[src/core/cddds_regs.vh]
`ifndef CDDDS_REGS_VH
`define CDDDS_REGS_VH
// apb register byte offsets
`define CDDDS_REF_CTRL      12'h000
`define CDDDS_REF_DIV0      12'h004
`define CDDDS_REF_DIV1      12'h008
`define CDDDS_REF_DIV2      12'h00C
`define CDDDS_PATH_CTRL     12'h010
`define CDDDS_DCLK_DIV      12'h014
`define CDDDS_DCLK_DLY      12'h018
`define CDDDS_SREF_DIV      12'h01C
`define CDDDS_SREF_DLY      12'h020
`define CDDDS_SYNC_CTRL     12'h024
`define CDDDS_STATUS_SEL    12'h028
`define CDDDS_STATUS        12'h02C
// ref_ctrl fields
`define CDDDS_POLICY_AUTO   2'h1
`define CDDDS_POLICY_PIN    2'h2
// divider and digital delay limits
`define CDDDS_DCLK_DIV_MIN  6'h01
`define CDDDS_DCLK_DIV_MAX  6'h20
`define CDDDS_SREF_DIV_MIN  13'h0008
`define CDDDS_SREF_DIV_MAX  13'h1FFF
`define CDDDS_DDLY_MIN      6'h04
`define CDDDS_DDLY_MAX      6'h20
`define CDDDS_SDLY_MIN      5'h01
`define CDDDS_SDLY_MAX      5'h0B
// analog delay steps: 25 ps up to 575 ps (23 steps), 150 ps per sysref step
`define CDDDS_ADLY_MAX      5'h17
`define CDDDS_ADLY_STEP_PS  25
`define CDDDS_ADLY_FIXED_PS 500
`define CDDDS_SADLY_STEP_PS 150
// status pin sources
`define CDDDS_ST_LOS        3'h0
`define CDDDS_ST_REFSEL     3'h1
`define CDDDS_ST_LOCK       3'h2
`define CDDDS_ST_LOCK2      3'h3
`define CDDDS_ST_DIVOUT     3'h4
`define CDDDS_ST_RAIL       3'h5
`define CDDDS_ST_READBACK   3'h6
`endif

[src/core/cddds_core.v]
// Overview of operation
// - pick active reference, automatic or manual
// - separate divider per reference input
// - two select pins choose reference fast
// - device clock divide 1 to 32, 50% duty (code: odd ratios run one cycle shorter high than low, ratio 1 stays high)
// - device divider may feed paired sysref
// - one shared sysref divider 8 to 8191
// - device digital delay 4 to 32 cycles (code loads dclk_dly_r[5:0] on sync without clamping it to that range)
// - new coarse delay waits for sync in fixed mode; dynamic mode takes it while running
// - fixed and dynamic digital delay modes
// - analog delay 25 ps steps, +500 ps
// - shared sysref digital delay stage
// - local sysref delay 1 to 11 cycles
// - local sysref analog delay 150 ps steps
// - glitchless half step and analog changes
// - sync aligns all active outputs' edges
// - buffered osc output source select
// - vco selector feeds distribution and feedback
// - feedback selector in zero-delay modes
// - external vco/feedback consumes ref input 1
// - status pins programmable sources
// - holdover when selected reference lost (pin, manual) or all three lost (auto)
// - sync resets divider only if allowed
//
// Chosen here: register access over APB and the placing of the registers.
`timescale 1ns/10ps
`include "cddds_regs.vh"
module cddds_core #(
  parameter NCH = 7
) (
  // clock and reset
  input  wire              core_clk_i,
  input  wire              nrst_i,
  // apb slave
  input  wire              psel,
  input  wire              penable,
  input  wire              pwrite,
  input  wire [11:0]       paddr,
  input  wire [31:0]       pwdata,
  output wire              pready,
  output wire              pslverr,
  output reg  [31:0]       prdata,
  // reference inputs, loss-of-signal flags, select pins
  input  wire [2:0]        ref_input_i,
  input  wire [2:0]        ref_los_i,
  input  wire              ref_select_pin_0_i,
  input  wire              ref_select_pin_1_i,
  // loop status and external sources
  input  wire              lock1_i,
  input  wire              lock2_i,
  input  wire              vtune_rail_i,
  input  wire              second_loop_ref_input_i,
  input  wire              external_feedback_input_i,
  input  wire [1:0]        vco_i,
  input  wire              ext_vco_i,
  input  wire              sync_i,
  // distribution outputs
  output reg  [NCH-1:0]    device_clock_output_o,
  output reg  [NCH-1:0]    sysref_output_o,
  output reg  [NCH-1:0]    half_step_o,
  output reg  [5*NCH-1:0]  analog_delay_o,
  output reg  [NCH-1:0]    analog_en_o,
  output reg  [4*NCH-1:0]  sysref_analog_delay_o,
  output reg               buffered_osc_output_o,
  output reg  [1:0]        osc_output_format_o,
  output reg               vco_sel_o,
  output reg               dist_clk_o,
  output reg               loop_feedback_o,
  output reg  [2:0]        ref_div_out_o,
  output reg  [1:0]        active_ref_o,
  output reg               holdover_o,
  output reg               status_pin_1_o,
  output reg               status_pin_2_o
);

  // register file
  reg  [1:0]        ref_select_policy_r;
  reg  [1:0]        ref_manual_r;
  reg  [23:0]       ref_div_r [0:2];
  reg  [31:0]       path_ctrl_r;
  reg  [5:0]        dclk_div_r;
  reg  [31:0]       dclk_dly_r;
  reg  [12:0]       sref_div_r;
  reg  [31:0]       sref_dly_r;
  reg  [31:0]       sync_ctrl_r;
  reg  [5:0]        status_sel_r;

  wire wr_en = psel & penable & pwrite;
  wire rd_en = psel & penable & ~pwrite;
  reg  addr_ok;

  assign pready  = 1'b1;
  assign pslverr = psel & penable & ~addr_ok;

  // path_ctrl fields
  wire [1:0] osc_output_source = path_ctrl_r[1:0];
  wire       vco_selector      = path_ctrl_r[2];
  wire [1:0] feedback_selector = path_ctrl_r[4:3];
  wire       zero_delay_en     = path_ctrl_r[5];
  wire       ext_vco_en        = path_ctrl_r[6];
  wire       dyn_delay_mode    = path_ctrl_r[7];
  wire [NCH-1:0] dclk_to_sref  = path_ctrl_r[14:8];
  // sync_ctrl fields
  wire           sync_en            = sync_ctrl_r[0];
  wire           glitchless_en      = sync_ctrl_r[1];
  wire [NCH-1:0] divider_sync_block = sync_ctrl_r[8:2];
  wire           sref_sync_block    = sync_ctrl_r[9];

  always @* begin
    addr_ok = (paddr[1:0] == 2'h0) && (paddr <= `CDDDS_STATUS);
  end

  // external vco or feedback takes ref input 1
  wire ref1_taken = ext_vco_en | (zero_delay_en & (feedback_selector == 2'h3));
  wire [2:0] ref_ok = ~ref_los_i & {1'b1, ~ref1_taken, 1'b1};

  always @(posedge core_clk_i or negedge nrst_i) begin
    if (!nrst_i) begin
      ref_select_policy_r <= 2'h0;
      ref_manual_r        <= 2'h0;
      ref_div_r[0]        <= 24'h000001;
      ref_div_r[1]        <= 24'h000001;
      ref_div_r[2]        <= 24'h000001;
      path_ctrl_r         <= 32'h00000000;
      dclk_div_r          <= `CDDDS_DCLK_DIV_MIN;
      dclk_dly_r          <= 32'h00000004;
      sref_div_r          <= `CDDDS_SREF_DIV_MIN;
      sref_dly_r          <= 32'h00000001;
      sync_ctrl_r         <= 32'h00000000;
      status_sel_r        <= 6'h00;
    end else if (wr_en && addr_ok) begin
      case (paddr)
        `CDDDS_REF_CTRL: begin
          ref_select_policy_r <= pwdata[1:0];
          ref_manual_r        <= pwdata[3:2];
        end
        `CDDDS_REF_DIV0:   ref_div_r[0] <= pwdata[23:0];
        `CDDDS_REF_DIV1:   ref_div_r[1] <= pwdata[23:0];
        `CDDDS_REF_DIV2:   ref_div_r[2] <= pwdata[23:0];
        `CDDDS_PATH_CTRL:  path_ctrl_r  <= pwdata;
        `CDDDS_DCLK_DIV: begin
          if (pwdata[5:0] < `CDDDS_DCLK_DIV_MIN)
            dclk_div_r <= `CDDDS_DCLK_DIV_MIN;
          else if (pwdata[5:0] > `CDDDS_DCLK_DIV_MAX)
            dclk_div_r <= `CDDDS_DCLK_DIV_MAX;
          else
            dclk_div_r <= pwdata[5:0];
        end
        `CDDDS_DCLK_DLY:   dclk_dly_r   <= pwdata;
        `CDDDS_SREF_DIV: begin
          if (pwdata[12:0] < `CDDDS_SREF_DIV_MIN)
            sref_div_r <= `CDDDS_SREF_DIV_MIN;
          else
            sref_div_r <= pwdata[12:0];
        end
        `CDDDS_SREF_DLY:   sref_dly_r   <= pwdata;
        `CDDDS_SYNC_CTRL:  sync_ctrl_r  <= pwdata;
        `CDDDS_STATUS_SEL: status_sel_r <= pwdata[5:0];
        default: begin
        end
      endcase
    end
  end

  // one reference divider per input, edge counted
  reg [2:0]  ref_d_r;
  reg [23:0] ref_cnt_r [0:2];
  genvar gi;
  generate
    for (gi = 0; gi < 3; gi = gi + 1) begin : g_ref
      always @(posedge core_clk_i or negedge nrst_i) begin
        if (!nrst_i) begin
          ref_d_r[gi]       <= 1'b0;
          ref_cnt_r[gi]     <= 24'h000000;
          ref_div_out_o[gi] <= 1'b0;
        end else begin
          ref_d_r[gi] <= ref_input_i[gi];
          if (ref_input_i[gi] & ~ref_d_r[gi]) begin
            if (ref_cnt_r[gi] + 24'h000001 >= ref_div_r[gi]) begin
              ref_cnt_r[gi]     <= 24'h000000;
              ref_div_out_o[gi] <= ~ref_div_out_o[gi];
            end else begin
              ref_cnt_r[gi] <= ref_cnt_r[gi] + 24'h000001;
            end
          end
        end
      end
    end
  endgenerate

  // reference selection, pin select, auto switch
  reg [1:0] ref_nxt;
  reg       hold_nxt;
  wire [1:0] pin_sel = {ref_select_pin_1_i, ref_select_pin_0_i};
  always @* begin
    ref_nxt  = active_ref_o;
    hold_nxt = 1'b0;
    case (ref_select_policy_r)
      `CDDDS_POLICY_AUTO: begin
        if (!ref_ok[active_ref_o]) begin
          if (ref_ok[(active_ref_o == 2'h2) ? 2'h0 : active_ref_o + 2'h1])
            ref_nxt = (active_ref_o == 2'h2) ? 2'h0 : active_ref_o + 2'h1;
          else if (ref_ok[(active_ref_o == 2'h0) ? 2'h2 : active_ref_o - 2'h1])
            ref_nxt = (active_ref_o == 2'h0) ? 2'h2 : active_ref_o - 2'h1;
          else
            hold_nxt = 1'b1;
        end
      end
      `CDDDS_POLICY_PIN: begin
        ref_nxt = (pin_sel == 2'h3) ? 2'h2 : pin_sel;
        // holdover on loss of the selected input
        hold_nxt = !ref_ok[ref_nxt];
      end
      default: begin
        ref_nxt  = (ref_manual_r == 2'h3) ? 2'h2 : ref_manual_r;
        hold_nxt = !ref_ok[ref_nxt];
      end
    endcase
  end

  always @(posedge core_clk_i or negedge nrst_i) begin
    if (!nrst_i) begin
      active_ref_o <= 2'h0;
      holdover_o   <= 1'b0;
    end else begin
      active_ref_o <= ref_nxt;
      holdover_o   <= hold_nxt;
    end
  end

  // vco selection drives distribution and loop feedback
  wire vco_clk = ext_vco_en ? ext_vco_i : vco_i[vco_selector];

  // two-stage resample of sync, then edge detect
  reg sync_m_r;
  reg sync_s_r;
  reg sync_d_r;
  always @(posedge core_clk_i or negedge nrst_i) begin
    if (!nrst_i) begin
      sync_m_r <= 1'b0;
      sync_s_r <= 1'b0;
      sync_d_r <= 1'b0;
    end else begin
      sync_m_r <= sync_i;
      sync_s_r <= sync_m_r;
      sync_d_r <= sync_s_r;
    end
  end
  wire sync_ev = sync_en & sync_s_r & ~sync_d_r;

  // shared sysref divider with global delay stage
  reg  [12:0] sref_cnt_r;
  reg         sref_clk_r;
  reg  [12:0] sref_gdly_act_r;
  wire [12:0] sref_gdly_cfg = sref_dly_r[28:16];
  always @(posedge core_clk_i or negedge nrst_i) begin
    if (!nrst_i) begin
      sref_cnt_r      <= 13'h0000;
      sref_clk_r      <= 1'b0;
      sref_gdly_act_r <= 13'h0000;
    end else if (sync_ev && !sref_sync_block) begin
      // staged global delay loads on sync as preload
      sref_gdly_act_r <= sref_gdly_cfg;
      sref_cnt_r      <= 13'h1FFF - sref_gdly_cfg;
      sref_clk_r      <= 1'b0;
    end else begin
      if (sref_cnt_r >= sref_div_r - 13'h0001) begin
        sref_cnt_r <= 13'h0000;
        sref_clk_r <= 1'b1;
      end else begin
        sref_cnt_r <= sref_cnt_r + 13'h0001;
        sref_clk_r <= (sref_cnt_r + 13'h0001) < (sref_div_r >> 1);
      end
    end
  end

  // per-channel device divider, delays and sysref
  reg  [5:0]  dcnt_r     [0:NCH-1];
  reg  [5:0]  ddly_act_r [0:NCH-1];
  reg  [10:0] sdly_sh_r  [0:NCH-1];
  reg  [NCH-1:0] dclk_raw;
  wire [5:0]  ddly_cfg = dclk_dly_r[5:0];
  wire [3:0]  sdly_cfg = sref_dly_r[3:0];
  generate
    for (gi = 0; gi < NCH; gi = gi + 1) begin : g_ch
      // sync reset gated by enable and block bit
      wire do_sync = sync_ev & ~divider_sync_block[gi];
      always @(posedge core_clk_i or negedge nrst_i) begin
        if (!nrst_i) begin
          dcnt_r[gi]     <= 6'h00;
          ddly_act_r[gi] <= `CDDDS_DDLY_MIN;
          dclk_raw[gi]   <= 1'b0;
          sdly_sh_r[gi]  <= 11'h000;
        end else begin
          if (do_sync) begin
            // common edge offset by fixed delay
            ddly_act_r[gi] <= ddly_cfg;
            dcnt_r[gi]     <= 6'h3F - ddly_cfg + 6'h01;
            dclk_raw[gi]   <= 1'b0;
          end else if (dyn_delay_mode && ddly_act_r[gi] != ddly_cfg
                       && dcnt_r[gi] == 6'h00) begin
            // dynamic mode: slip phase while running
            ddly_act_r[gi] <= ddly_cfg;
            dcnt_r[gi]     <= 6'h00;
          end else if (dcnt_r[gi] >= dclk_div_r - 6'h01
                       && dcnt_r[gi] < 6'h20) begin
            dcnt_r[gi]   <= 6'h00;
            dclk_raw[gi] <= 1'b1;
          end else begin
            dcnt_r[gi] <= dcnt_r[gi] + 6'h01;
            // half high, odd ratios one cycle shorter high than low
            if (dcnt_r[gi] < 6'h20)
              dclk_raw[gi] <= (dcnt_r[gi] + 6'h01) < (dclk_div_r >> 1)
                              || dclk_div_r == 6'h01;
          end
          sdly_sh_r[gi] <= {sdly_sh_r[gi][9:0], sref_clk_r};
        end
      end

      // with glitchless set, half step and analog taps update only on low output
      always @(posedge core_clk_i or negedge nrst_i) begin
        if (!nrst_i) begin
          half_step_o[gi]                 <= 1'b0;
          analog_delay_o[gi*5 +: 5]       <= 5'h00;
          analog_en_o[gi]                 <= 1'b0;
          sysref_analog_delay_o[gi*4 +: 4] <= 4'h0;
        end else if (!glitchless_en || !device_clock_output_o[gi]) begin
          half_step_o[gi] <= dclk_dly_r[8] ^ dclk_div_r[0];
          // 25 ps steps capped at 575 ps
          analog_delay_o[gi*5 +: 5] <= (dclk_dly_r[20:16] >
            `CDDDS_ADLY_MAX) ? `CDDDS_ADLY_MAX : dclk_dly_r[20:16];
          analog_en_o[gi] <= dclk_dly_r[21];
          // independent 150 ps sysref analog steps
          sysref_analog_delay_o[gi*4 +: 4] <= sref_dly_r[gi*4+4 +: 4];
        end
      end

      always @(posedge core_clk_i or negedge nrst_i) begin
        if (!nrst_i) begin
          device_clock_output_o[gi] <= 1'b0;
          sysref_output_o[gi]       <= 1'b0;
        end else begin
          device_clock_output_o[gi] <= dclk_raw[gi];
          // device divider routed to paired sysref
          sysref_output_o[gi] <= dclk_to_sref[gi] ? dclk_raw[gi] :
            (sdly_cfg == 4'h0 ? sref_clk_r :
             sdly_sh_r[gi][(sdly_cfg > 4'hB ? 4'hB : sdly_cfg) - 4'h1]);
        end
      end
    end
  endgenerate

  // buffered osc output source, feedback select
  always @(posedge core_clk_i or negedge nrst_i) begin
    if (!nrst_i) begin
      buffered_osc_output_o <= 1'b0;
      osc_output_format_o   <= 2'h0;
      vco_sel_o             <= 1'b0;
      dist_clk_o            <= 1'b0;
      loop_feedback_o       <= 1'b0;
    end else begin
      case (osc_output_source)
        2'h0:    buffered_osc_output_o <= second_loop_ref_input_i;
        2'h1:    buffered_osc_output_o <= dclk_raw[3];
        2'h2:    buffered_osc_output_o <= dclk_raw[4];
        default: buffered_osc_output_o <= sref_clk_r;
      endcase
      osc_output_format_o <= path_ctrl_r[17:16];
      vco_sel_o           <= vco_selector;
      dist_clk_o          <= vco_clk;
      if (!zero_delay_en)
        loop_feedback_o <= vco_clk;
      else begin
        case (feedback_selector)
          2'h0:    loop_feedback_o <= dclk_raw[3];
          2'h1:    loop_feedback_o <= dclk_raw[4];
          2'h2:    loop_feedback_o <= sref_clk_r;
          default: loop_feedback_o <= external_feedback_input_i;
        endcase
      end
    end
  end

  function st_mux;
    input [2:0] sel;
    input       rb;
    begin
      case (sel)
        `CDDDS_ST_LOS:      st_mux = |ref_los_i;
        `CDDDS_ST_REFSEL:   st_mux = active_ref_o[0];
        `CDDDS_ST_LOCK:     st_mux = lock1_i & lock2_i;
        `CDDDS_ST_LOCK2:    st_mux = lock2_i;
        `CDDDS_ST_DIVOUT:   st_mux = ref_div_out_o[0];
        `CDDDS_ST_RAIL:     st_mux = vtune_rail_i;
        `CDDDS_ST_READBACK: st_mux = rb;
        default:            st_mux = 1'b0;
      endcase
    end
  endfunction

  always @(posedge core_clk_i or negedge nrst_i) begin
    if (!nrst_i) begin
      status_pin_1_o <= 1'b0;
      status_pin_2_o <= 1'b0;
    end else begin
      status_pin_1_o <= st_mux(status_sel_r[2:0], holdover_o);
      status_pin_2_o <= st_mux(status_sel_r[5:3], lock2_i);
    end
  end

  // read mux
  always @* begin
    prdata = 32'h00000000;
    if (rd_en && addr_ok) begin
      case (paddr)
        `CDDDS_REF_CTRL:   prdata = {28'h0, ref_manual_r,
                                     ref_select_policy_r};
        `CDDDS_REF_DIV0:   prdata = {8'h00, ref_div_r[0]};
        `CDDDS_REF_DIV1:   prdata = {8'h00, ref_div_r[1]};
        `CDDDS_REF_DIV2:   prdata = {8'h00, ref_div_r[2]};
        `CDDDS_PATH_CTRL:  prdata = path_ctrl_r;
        `CDDDS_DCLK_DIV:   prdata = {26'h0, dclk_div_r};
        `CDDDS_DCLK_DLY:   prdata = dclk_dly_r;
        `CDDDS_SREF_DIV:   prdata = {19'h0, sref_div_r};
        `CDDDS_SREF_DLY:   prdata = sref_dly_r;
        `CDDDS_SYNC_CTRL:  prdata = sync_ctrl_r;
        `CDDDS_STATUS_SEL: prdata = {26'h0, status_sel_r};
        `CDDDS_STATUS:     prdata = {16'h0, ddly_act_r[0], ref_ok,
                                     ref1_taken, holdover_o,
                                     active_ref_o, lock2_i, lock1_i};
        default:           prdata = 32'h00000000;
      endcase
    end
  end

endmodule

[config.mk]
export PLATFORM = sky130hd
export DESIGN_NAME = cddds_core
export DESIGN_NICKNAME = d
export VERILOG_FILES = /design/src/core/cddds_core.v
export VERILOG_INCLUDE_DIRS = /design/src /design/src/core
export SDC_FILE = /design/constraint.sdc
export NUM_CORES = 1
export LEC_CHECK = 0
export BUFFER_PORTS_ARGS = -buffer_cell sky130_fd_sc_hd__buf_2
export CORE_ASPECT_RATIO = 2
export CORE_MARGIN = 3
export CORE_UTILIZATION = 35
export DETAILED_ROUTE_END_ITERATION = 6
export HOLD_SLACK_MARGIN = 0.08
export PLACE_DENSITY = 0.58
export SLEW_MARGIN = 20
export SYNTH_ARGS = -nofsm -noshare
export SYNTH_HDL_FRONTEND = slang
export SYNTH_SLANG_ARGS = --single-unit
[constraint.sdc]
create_clock -name core_clk_i -period 4.8 [get_ports core_clk_i]
set_input_delay 0.48 -clock core_clk_i [delete_from_list [all_inputs] [get_ports core_clk_i]]
set_output_delay 0.48 -clock core_clk_i [all_outputs]
set_load 0.1 [all_outputs]
# Word-level counts from Yosys, hierarchy flattened
# Index checks and enable logic that the tools add are counted.
[op_classes] add_sub_neg=19 order_cmp=39 eq_ne=50 muxes=135 n_bitwise=39 n_reduce_logical=103
[op_table] cell="$pmux W32 S12" count=1
[op_table] cell="$mux W6" count=37
[op_table] cell="$add A24 B1 Y24 const B" count=3
[op_table] cell="$ge A24 B24 Y1" count=3
[op_table] cell="$mux W24" count=3
[op_table] cell="$mux W1" count=63
[op_table] cell="$add A6 B1 Y6 const B" count=8
[op_table] cell="$eq A12 B5 Y1 const B" count=4
[op_table] cell="$eq A12 B6 Y1 const B" count=4
[op_table] cell="$reduce_and A2 Y1" count=22
[op_table] cell="$ge A6 B6 Y1" count=7
[op_table] cell="$logic_not A6 Y1" count=7
[op_table] cell="$lt A6 B5 Y1" count=7
[op_table] cell="$lt A6 B6 Y1 const B" count=7
[op_table] cell="$ne A6 B6 Y1" count=7
[op_table] cell="$mux W13" count=3
[op_table] cell="$mux W32" count=1
[op_table] cell="$bmux W1 S4" count=7
[op_table] cell="$logic_and A1 B1 Y1" count=25
[op_table] cell="$eq A12 B4 Y1 const B" count=2
[op_table] cell="$reduce_bool A3 Y1" count=7
[op_table] cell="$and A1 B1 Y1" count=18
[op_table] cell="$eq A3 B3 Y1 const B" count=6
[op_table] cell="$not A1 Y1" count=17
[op_table] cell="49 further kinds" count=116
[totals] regBits=594 input_bits=66 output_inout_bits=139 word_cells=490

# Depth between registers and ports, before layout
# Gate-level depths: netlist of run 1.
[depth] ltp_word=11 depth_mapped=16 depth_no_buf=14

# Least setup slack after synthesis of run 1
# Ideal clock, no wire load.
[synth_timing] path_type="input to output" from="in paddr[9]" to="out prdata[20]" arrival_time_ns=3.479 required_time_ns=4.320 slack_ns=0.841 stages=7 path_buffers=2 path_cell_list="nor4_4 nand3_1 nor2_1 buf_2 buf_2 a222oi_1 a31oi_1"
[synth_between] elab_chain_len=4 word_cells_on_any_way=17 cone_classes="order compare (1); eq/ne (11); mux (2); reduce/logical (3)"
[synth_rtl] item="from (decl)" line_no="cddds_core.v:38" text="input wire [11:0] paddr,"
[synth_rtl] item="$le A12 B6 Y1 (no source line)"
[synth_rtl] item="$logic_and A1 B1 Y1" line_no="cddds_core.v:110" text="addr_ok = (paddr[1:0] == 2'h0) && (paddr <= `CDDDS_STATUS);"
[synth_rtl] item="$logic_and A1 B1 Y1" line_no="cddds_core.v:414" text="if (rd_en && addr_ok) begin"
[synth_rtl] item="$mux W32 (*)" line_no="cddds_core.v:414"
[synth_rtl] item="to (decl)" line_no="cddds_core.v:42" text="output reg [31:0] prdata,"
# Every way passes the cells marked *; elsewhere a longest branch is shown, timed or not.

# Worst setup path after layout of run 1
[layout_timing] from="reg ref_cnt_r[48] (netlist bit)" to="reg ref_cnt_r[51] (netlist bit)"
[layout_between] elab_chain_len=3
[layout_rtl] item="from (decl)" line_no="cddds_core.v:167" text="reg [23:0] ref_cnt_r [0:2];"
[layout_rtl] item="from (signal, indexed assignment)" line_no="cddds_core.v:183" text="ref_cnt_r[gi] <= ref_cnt_r[gi] + 24'h000001;"
[layout_rtl] item="$add A24 B1 Y24 (*)" line_no="cddds_core.v:179, cddds_core.v:183"
[layout_rtl] item="$ge A24 B24 Y1" line_no="cddds_core.v:179" text="if (ref_cnt_r[gi] + 24'h000001 >= ref_div_r[gi]) begin"
[layout_rtl] item="$mux W24 (*)" line_no="cddds_core.v:179"
# Marked as above.
# A chain may end at the register's enable or synchronous reset.

==> impl_metrics.py, run 1 <==
metrics = {
    "clock_tree": {
        "cts_sinks": 528,
        "cts_buffer_depth": 3,
        "ctsHtreeMaxLevel": 2,
        "cts_root_buffer": "clkbuf_16",
        "clock_latency_ns": 0.65,
        "cts_resized": 0,
        "clk_pin_slew_worst_paths_ns": 0.07,
        "postCtsHoldBufs": 6,
        "cts_buffers": 51,
        "cts_tree": "yes",
        "cts_setup_buffers": 0,
    },
    "critical_path": {
        "path_max_fanout": 19,
        "arrival_ns": 4.87,
        "cp-end-kind": "register",
        "critPathRequiredTime_ns": 5.30,
        "critPathLaunchType": "register",
        "critPathKind": "reg -> reg",
    },
    "yosys": {
        "synth_top_family_by_area": "multiplexers",
        "yosys.area.top_type": "dfrtp_1",
        "synth_ff_type": "dfrtp_1",
        "synth_fa_ha_area_share_pct": 8.14,
        "synth.area.mux_share_pct": 14.5,
        "post_synth.cell_area_avg_um2": 10.9,
        "synth-seq-cells": 528,
        "synth-simple-area-share_pct": 11.1,
        "synth_nets": 2988,
        "synth_cell_types": 83,
        "synthArstFlopShare_pct": 100,
        "synthCells": 2728,
        "ys_seq_area_share_pct": 44.4,
        "synth-xor-area-share_pct": 4.90,
        "ys_warn_count": 0,
        "synth-edff-count": 0,
        "synth_area_um2": 29800,
        "synth_top_area_share_pct": 43.1,
        "synth_top_cells_by_area": "dfrtp_1 43%, ha_1 8.1%, mux2_4 7.7%",
        "synth-compound-area-share_pct": 13.0,
    },
    "floorplan": {
        "die_w_um": 212,
        "start_util_pct": 35.5,
        "rows": 150,
        "die_y_um": 419,
        "io_pins": 205,
        "design.die.area_um2": 89000,
        "core_area_um2": 84100,
    },
    "power": {
        "irDropWorstVdd_mv": 0.277,
        "power.share.combinational_pct": 13.8,
        "internal_power_mw": 7.41,
        "pwr-share-clk_pct": 41.2,
        "swShare_pct": 29.7,
        "power_frac_seq_pct": 45.0,
        "powerDensity_nw_per_um2": 312,
        "netSwitchingPower_mw": 3.13,
        "p_leak_nw": 16.7,
    },
    "grt": {
        "grt_overflow": 0,
        "grt_pass1_vias": 22700,
        "grt_max_degree": 117,
        "antenna_found_initial": 12,
        "grt_use_total_pct": 21.9,
        "grt_pass1_wl_um": 146000,
    },
    "cells_and_area": {
        "final_common_cell": "dfrtp_1",
        "fill_cells": 8184,
        "mostFrequentLayoutCells": "514 x dfrtp_1, 217 x nand2_1, 202 x buf_2",
        "areaGrowthSynthToFinish_pct": 13.2,
        "nets": 3168,
        "ff_latch_area_um2": 13200,
        "post_layout_nonfiller_instances": 4018,
        "drive_above_1_share_pct": 24.0,
        "multi_input_area_um2": 15400,
    },
    "outcome": {
        "status": "completed",
    },
    "placement": {
        "placed_cells": 3913,
        "gp_congestion": 0.892,
        "hpwlAfterDp_um": 72800,
        "numPortBuffers": 203,
    },
    "job": {
        "drv_cap": 0,
    },
    "route": {
        "vias": 22600,
        "wire_per_inst_um": 24.6,
        "viasPerCell": 5.62,
        "drtIter0Drc": 1871,
        "drc": 0,
        "drt_wl_total_um": 98800,
        "ant_nets": 0,
        "first_pass_iters": 7,
    },
    "timing": {
        "min_period_ns": 4.37,
        "fin_crit_sh_pct": 90.9,
        "finalHoldViolCount": 0,
        "max_clock_freq_ghz": 0.229,
        "slew_violations": 0,
        "setup_violations": 0,
        "finClkSkew_ns": 0.0344,
        "maxSlewHeadroom_pct": 23.4,
        "finalSetupTns_ns": 0,
        "rsz0062_at_grt": "no",
        "tightest_slew_ns": 1.14,
    },
    "worst_hold_path": {
        "hold_class": "in -> reg",
    },
}
[final cells by class]
cell class | instances | share of cell area (%)
Clock inverter | 24 | 0.997
Sequential cell | 528 | 39.2
Inverter | 140 | 1.56
Timing Repair Buffer | 255 | 4.35
Antenna cell | 8 | 0.0593
Clock buffer | 67 | 4.19
Tap cell | 1064 | 3.94
Multi-Input combinational cell | 1932 | 45.7
[cells in the mapped netlist, types with 8 or more instances]
master / n
dfrtp_1: 514
nand2_1: 218
ha_1: 194
mux2_4: 152
mux2_2: 146
inv_1: 140
o21ai_0: 138
nor2_1: 113
a21oi_1: 112
xor2_1: 88
xnor2_1: 79
nand3_1: 75
clkbuf_1: 64
a22oi_1: 56
a31oi_1: 39
buf_2: 39
o22ai_1: 38
nand4_1: 36
and3_1: 28
mux2i_1: 28
o211ai_1: 28
nor3_1: 27
nor2b_1: 24
a22o_1: 23
a21o_1: 22
nor4_1: 22
nand2b_1: 20
o21a_1: 18
buf_6: 17
a211oi_1: 16
and2_1: 16
a221oi_1: 15
o31ai_1: 15
a222oi_1: 14
dfstp_2: 14
or3_1: 12
or2_2: 11
a21boi_0: 8
a31o_2: 8
[registers in the layout, summed over array words and instances, names as in the netlist, 11 cells and up]
register and count:
analog_delay_o 35, dclk_dly_r 32, dcnt_r 42, ddly_act_r 42, path_ctrl_r 32, ref_cnt_r 72
ref_div_r 72, sdly_sh_r 11, sref_cnt_r 13, sref_div_r 13, sref_dly_r 32, sync_ctrl_r 32
sysref_analog_delay_o 28
[worst max-delay path: stages, from the launching register on]
cell and delay, ns:
dfrtp_1 0.45, ha_1 0.30, nand3_1 0.16, nor3_1 0.49
nand3_1 0.30, nor2_1 0.23, xor2_1 0.09, ha_1 0.28
nand4_1 0.13, nor4_1 0.42, nand3_1 0.18, a31oi_4 0.54
nor3_2 0.31, a221o_1 0.35
[per-layer routing]
metal | up-vias | routed length, um | global-route usage [%]
met3 | 230 | 5240 | 3.29
li1 | 10200 | - | -
met4 | 10 | 5500 | 10.8
met5 | - | 71 | 0
met2 | 755 | 51000 | 39.9
met1 | 11400 | 37000 | 24.6
[power groups by stage]
| stage | Sequential [mW] | Combinational [mW] | Clock [mW] |
|---|---|---|---|
| after CTS | 4.74 | 1.46 | 4.45 |
| final | 4.75 | 1.45 | 4.34 |
| after global placement | 4.82 | 1.44 | 0 |
| after floorplan | 5.02 | 0.701 | 0 |
| after detailed placement | 4.83 | 1.46 | 0 |
| after global routing | 4.76 | 1.58 | 4.59 |
[path summary, 6_finish.rpt]
check                           slack [ns]  depth (start not counted)           from              end
worst max register to register        0.43                         13  ref_cnt_r[48]    ref_cnt_r[51]
max in group asynchronous             3.11                          3         nrst_i    ref_cnt_r[64]
worst min-delay path                  0.12                          2     pwdata[24]  path_ctrl_r[24]
min in group asynchronous             0.44                          2         nrst_i    sref_cnt_r[9]
worst max-delay path                  0.43                         13  ref_cnt_r[48]    ref_cnt_r[51]
worst min register to register        0.37                          0   sdly_sh_r[4]     sdly_sh_r[5]
[per-stage QoR]
stage / utilization (%) / total power [mW] / setup slack, ns / hold slack (ns) / cell area [um^2]
floorplan: - / 5.72 / 0.841 / 0.184 / 29800
global placement: 38.0 / 6.26 / 0.550 / 0.362 / 31900
detailed placement: 38.0 / 6.28 / 0.495 / 0.361 / 31900
CTS: 40.1 / 10.7 / 0.456 / 0.0811 / 33700
global route: 40.2 / 10.9 / 0.0635 / 0.0984 / 33800
finish: 40.2 / 10.5 / 0.435 / 0.117 / 33800
[cells by family after synthesis]
logic type                 Yosys count
AOI/OAI and AO/OA                  590
xor gates and xnor gates           167
adders and majority gates          194
buffers and inverters              268
DFF                                528
muxes                              331
other                                1
and+or+nand+nor                    649
(Power assumes the default switching activity.)
==> run 2, diff against run 1 <==
ABC_CLOCK_PERIOD_IN_PS = 4800   (was not set)
CELL_PAD_IN_SITES_DETAIL_PLACEMENT = 1   (was not set)
CELL_PAD_IN_SITES_GLOBAL_PLACEMENT = 1   (was not set)
PLACE_DENSITY = 0.68   (was 0.58)
==> run 2 against run 1 <==
Against the previous run:
- clock skew is 0.018 ns lower
- via count is 2.7% higher
- final area hardly changed
- sequential cell count stayed put
- setup slack better by 0.086 ns
- worst hold slack better by 0.025 ns
- cell count hardly changed
- utilization hardly changed
- critical path type unchanged
- critical endpoint unchanged
- largest cell class unchanged
==> impl_metrics.py, run 2 (synthesized netlist as in run 1, its figures left out) <==
metrics = {
    "outcome": {
        "status": "completed",
    },
    "clock_tree": {
        "cts_buffer_depth": 3,
        "cts_root_buffer": "clkbuf_16",
        "cts_buffers": 51,
        "clock_latency_ns": 0.62,
        "clk_pin_slew_worst_paths_ns": 0.07,
        "cts_tree": "yes",
        "cts_sinks": 528,
        "cts_resized": 0,
        "ctsHtreeMaxLevel": 2,
    },
    "floorplan": {
        "io_pins": 205,
        "die_y_um": 419,
        "design.die.area_um2": 89000,
        "rows": 150,
        "die_w_um": 212,
        "start_util_pct": 35.5,
        "core_area_um2": 84100,
    },
    "worst_hold_path": {
        "hp-start": "ext_vco_i",
        "min_to": "dist_clk_o",
        "hold_class": "in -> reg",
        "holdPathStages": 3,
    },
    "timing": {
        "maxSlewHeadroom_pct": 28.2,
        "fin_crit_sh_pct": 89.2,
        "slew_violations": 0,
        "finalHoldViolCount": 0,
        "finalSetupTns_ns": 0,
        "setup_violations": 0,
        "tightest_slew_ns": 1.07,
        "max_clock_freq_ghz": 0.234,
        "finClkSkew_ns": 0.0166,
        "min_period_ns": 4.28,
        "rsz0062_at_grt": "no",
    },
    "power": {
        "powerDensity_nw_per_um2": 312,
        "p_leak_nw": 16.7,
        "irDropWorstVdd_mv": 0.257,
    },
    "critical_path": {
        "cp-end-kind": "register",
        "r2r_slack_ns": 0.52,
        "arrival_ns": 4.77,
        "critPathRequiredTime_ns": 5.29,
        "critPathLaunchType": "register",
        "rr_endpoint": "ref_cnt_r[51]",
        "crit-reg2reg-launch": "ref_cnt_r[51]",
        "ff2ff_path_depth": 12,
        "path_max_fanout": 19,
        "critPathKind": "reg -> reg",
    },
    "cells_and_area": {
        "areaGrowthSynthToFinish_pct": 13.2,
        "ff_latch_area_um2": 13200,
        "post_layout_nonfiller_instances": 4015,
        "multi_input_area_um2": 15500,
        "nets": 3163,
        "largestRegisters": "ref_cnt_r x72, ref_div_r x72",
        "final_common_cell": "dfrtp_1",
        "drive_above_1_share_pct": 23.9,
        "fill_cells": 9228,
        "final_area_um2": 33700,
        "mostFrequentLayoutCells": "514 x dfrtp_1, 217 x nand2_1, 202 x buf_2",
    },
    "grt": {
        "grt_use_total_pct": 23.8,
        "grt_max_degree": 114,
        "antenna_found_initial": 17,
        "grt_pass1_vias": 25700,
        "grt_pass1_wl_um": 161000,
        "grt_overflow": 0,
    },
    "route": {
        "drt_wl_total_um": 106000,
        "vias": 23200,
        "wire_per_inst_um": 26.5,
        "first_pass_iters": 6,
        "ant_nets": 0,
        "drc": 0,
        "drtIter0Drc": 1492,
        "viasPerCell": 5.78,
    },
    "placement": {
        "gp_congestion": 0.908,
        "dpl_cell_area_um2": 31900,
        "numPortBuffers": 203,
        "placed_cells": 3909,
        "hpwlAfterDp_um": 80300,
    },
    "job": {
        "drv_cap": 0,
    },
}
run 2: cell types whose count changed in the layout (fill, tap and decap cells not counted), sizes merged, moves of 2 or more:
cell | previous run | this run
clkinv | 8 | 15
buf | 249 | 245
inv | 143 | 141
clkbuf | 67 | 69
clkinvlp | 7 | 0
diode | 8 | 11
run 2: final cells by class:
cell class	count	share of cell area [%]
clock inverters	21	0.827
flip-flops and latches	528	39.2
well taps	1064	3.94
diodes	11	0.0816
inverters	140	1.56
clock buffers	69	4.28
repair buffers	250	4.31
multi-input cells	1932	45.8
run 2: report_power, final:
group          switching (mW)  internal (mW)
registers               0.179           4.58
logic                    1.06          0.407
clock network            1.90           2.39
run 2: worst max-delay path, cell delays in order, from the launching register on:
cell and delay, ns:
dfrtp_1 0.49, nand4_1 0.20, nor4_2 0.53, and3_1 0.36
and3_1 0.24, xor2_1 0.27, ha_1 0.22, nand4_1 0.13
nor4_1 0.40, nand3_1 0.19, a31oi_4 0.55, nor3_4 0.22
a221o_1 0.36
run 2: layer usage:
layer  share of wire (%)  GRT usage (%)  wire [um]  vias up
met5               0.069              0         73        -
met4                 7.7           15.3       8160       12
met3                 4.8           3.59       5100      312
met2                  52           43.2      55000      700
met1                  36           25.3      38100    12000
li1                    -              -          -    10200
run 2: repair_timing:
item,in CTS,in global routing
buffers inserted,0,0
hold buffers,5,0
endpoints found under the hold margin,101,0
run 2: how the worst max path moves through the flow:
| stage | slack (ns) | depth (start not counted) | from | endpoint |
|---|---|---|---|---|
| floorplan | 0.84 | 7 | paddr[9] | prdata[20] |
| global placement | 0.44 | 12 | ref_cnt_r[54] | ref_cnt_r[48] |
| detailed placement | 0.28 | 12 | ref_cnt_r[54] | ref_cnt_r[48] |
| CTS | 0.24 | 12 | ref_cnt_r[54] | ref_cnt_r[48] |
| global route | 0.20 | 13 | ref_cnt_r[48] | ref_cnt_r[51] |
| finish | 0.52 | 12 | ref_cnt_r[51] | ref_cnt_r[51] |
run 2: stage by stage:
stage	power [mW]	hold WS [ns]	setup WS (ns)	util, %
after floorplan	5.72	0.184	0.841	-
after global placement	6.22	0.344	0.437	37.9
after detailed placement	6.30	0.342	0.275	38.0
after CTS	10.6	0.112	0.243	40.1
after global routing	10.9	0.139	0.203	40.1
final	10.5	0.142	0.521	40.1
==> run 3, diff against run 2 <==
ABC_CLOCK_PERIOD_IN_PS = 4450   (was 4800)
clock period = 4.45 ns   (was 4.8 ns; I/O delays follow)
==> run 3 against run 2 <==
Against the previous run:
- the run now ends with design-rule violations left
- first-iteration DRC count is 8.4% lower
- die area stayed put
- clock skew is 0.035 ns higher
- critical path depth stayed put
- fmax is 3.1% higher
- sequential power is 7.8% higher
- routed wire length is 0.51% higher
- global-route usage is 0.14 points higher
- worst hold slack worse by 0.037 ns
- final area is 0.49% higher
- clock-buffer cell count stayed put
- largest power group unchanged
==> impl_metrics.py, run 3 (synthesized netlist as in run 1, its figures left out) <==
metrics = {
    "route": {
        "met2_length_um": 56100,
        "wl_met3_um": 4740,
        "route.top_layer_used": "met5",
        "drt_wl_total_um": 107000,
        "drtIter0Drc": 1366,
        "ant_nets": 0,
        "viasPerCell": 5.75,
        "wl_met1_um": 39300,
        "drc": 4,
        "first_pass_iters": 7,
        "wire_per_inst_um": 26.5,
        "vias": 23200,
    },
    "power": {
        "irDropWorstVdd_mv": 0.264,
        "power.share.combinational_pct": 14.1,
        "power_frac_seq_pct": 45.4,
        "total_power_mw": 11.3,
        "swShare_pct": 30.3,
        "pwr-share-clk_pct": 40.5,
        "p_leak_nw": 16.8,
        "netSwitchingPower_mw": 3.42,
        "internal_power_mw": 7.88,
        "powerDensity_nw_per_um2": 333,
    },
    "grt": {
        "grt_use_total_pct": 23.9,
        "grt_pass1_wl_um": 162000,
        "grt_overflow": 0,
        "antenna_found_initial": 17,
        "grt_max_degree": 120,
        "grt_pass1_vias": 25500,
    },
    "clock_tree": {
        "cts_buffers": 49,
        "cts_sinks": 528,
        "cts_tree": "yes",
        "ctsHtreeMaxLevel": 2,
        "cts_setup_buffers": 0,
        "cts_root_buffer": "clkbuf_16",
        "cts_buffer_depth": 3,
        "clock_latency_ns": 0.64,
        "clk_pin_slew_worst_paths_ns": 0.07,
    },
    "timing": {
        "slew_violations": 0,
        "finClkSkew_ns": 0.0514,
        "fin_ws_ns": 0.298,
        "setup_violations": 0,
        "rsz0062_at_grt": "no",
        "maxSlewHeadroom_pct": 17.7,
        "min_period_ns": 4.15,
        "finalHoldViolCount": 0,
        "max_clock_freq_ghz": 0.241,
        "whs_ns": 0.105,
        "tightest_slew_ns": 1.23,
        "fin_crit_sh_pct": 93.3,
    },
    "cells_and_area": {
        "areaGrowthSynthToFinish_pct": 13.7,
        "final_common_cell": "dfrtp_1",
        "largestRegisters": "ref_cnt_r x72, ref_div_r x72",
        "final_area_um2": 33900,
        "nets": 3185,
        "fill_cells": 9214,
        "mostFrequentLayoutCells": "514 x dfrtp_1, 217 x nand2_1, 200 x buf_2",
        "drive_above_1_share_pct": 24.3,
    },
    "placement": {
        "dpl_cell_area_um2": 32000,
        "gp_congestion": 0.921,
        "numPortBuffers": 203,
        "pre_cts_ws_ns": -0.0457,
        "hpwlAfterDp_um": 80600,
    },
    "floorplan": {
        "die_y_um": 419,
        "rows": 150,
        "design.die.area_um2": 89000,
        "io_pins": 205,
        "core_area_um2": 84100,
        "start_util_pct": 35.5,
        "die_w_um": 212,
    },
    "critical_path": {
        "critPathTopFamily": "simple AND/OR/NAND/NOR gates",
        "arrival_ns": 4.69,
        "crit_chain": "ha_1 -> nand2_1 -> nor4_1 -> and2_1 -> xor2_1 -> ha_1 -> a21oi_1 -> nand2_1 -> a221oi_1 -> o211ai_1 -> nor3_4 -> mux2_2",
        "path_max_fanout": 14,
        "cp.buffers_inverters": 0,
        "critPathKind": "reg -> reg",
        "cpPeakStageDelay_ns": 0.66,
        "critPathRequiredTime_ns": 4.99,
        "cp-end-kind": "register",
        "slowest_stage": "nor3_4",
        "critPathLaunchType": "register",
    },
    "outcome": {
        "failed_checks": "design-rule violations",
        "status": "complete, but fails checks",
    },
    "job": {
        "drv_cap": 0,
    },
    "worst_hold_path": {
        "hold_class": "in -> reg",
    },
}
## run 3: cell types whose count changed in the layout (fill, tap and decap cells not counted), moves of 3 or more
cell	before	now
clkbuf_8	10	16
clkbuf_1	8	4
buf_12	5	2
buf_4	37	58
dlygate4sd3_1	5	12
## run 3: timing repair
item | in CTS | in global routing
endpoints found under the hold margin | 131 | 0
hold buffers | 12 | 0
endpoints found under the setup margin | 13 | 25
resized for setup | 1 | 1
## run 3: area by class of cell
type                            instances  area [um^2]  area share (%)
Multi-Input combinational cell       1932        15400            45.5
Clock inverter                         21          265           0.782
Clock buffer                           69         1460            4.31
Tap cell                             1064         1330            3.93
Timing Repair Buffer                  274         1640            4.83
Sequential cell                       528        13200            39.0
Inverter                              140          526            1.55
Antenna cell                           11         27.5          0.0812
## run 3: power by group through the flow
stage,registers (mW),logic [mW],clock network (mW)
after floorplan,5.41,0.756,0
after global placement,5.21,1.52,0
after detailed placement,5.22,1.59,0
after CTS,5.13,1.61,4.69
after global routing,5.15,1.74,4.87
final,5.13,1.60,4.57
## run 3: layer usage
metal / vias up / GRT usage (%)
li1: 10300 / -
met1: 12000 / 26.0
met2: 674 / 44.1
met3: 249 / 3.33
met4: 12 / 13.1
met5: - / 0
## run 3: per-stage QoR
| stage | setup TNS, ns | util [%] | std cells |
|---|---|---|---|
| after CTS | 0 | 40.3 | 4027 |
| after global placement | 0 | 38.1 | 3925 |
| after detailed placement | -0.192 | 38.1 | 3925 |
| after floorplan | 0 | - | 2728 |
| final | 0 | 40.3 | 4039 |
| after global routing | 0 | 40.3 | 4032 |
## run 3: worst paths after layout
check                                 end  cells past startpoint  slack, ns          start
min in group asynchronous       dcnt_r[8]                      2       0.27         nrst_i
max in group asynchronous   ref_cnt_r[66]                      4       2.76         nrst_i
min reg2reg                      sync_s_r                      0       0.36       sync_m_r
min                        sref_dly_r[27]                      2       0.11     pwdata[27]
max reg2reg                 ref_cnt_r[48]                     12       0.30  ref_cnt_r[48]
max                         ref_cnt_r[48]                     12       0.30  ref_cnt_r[48]
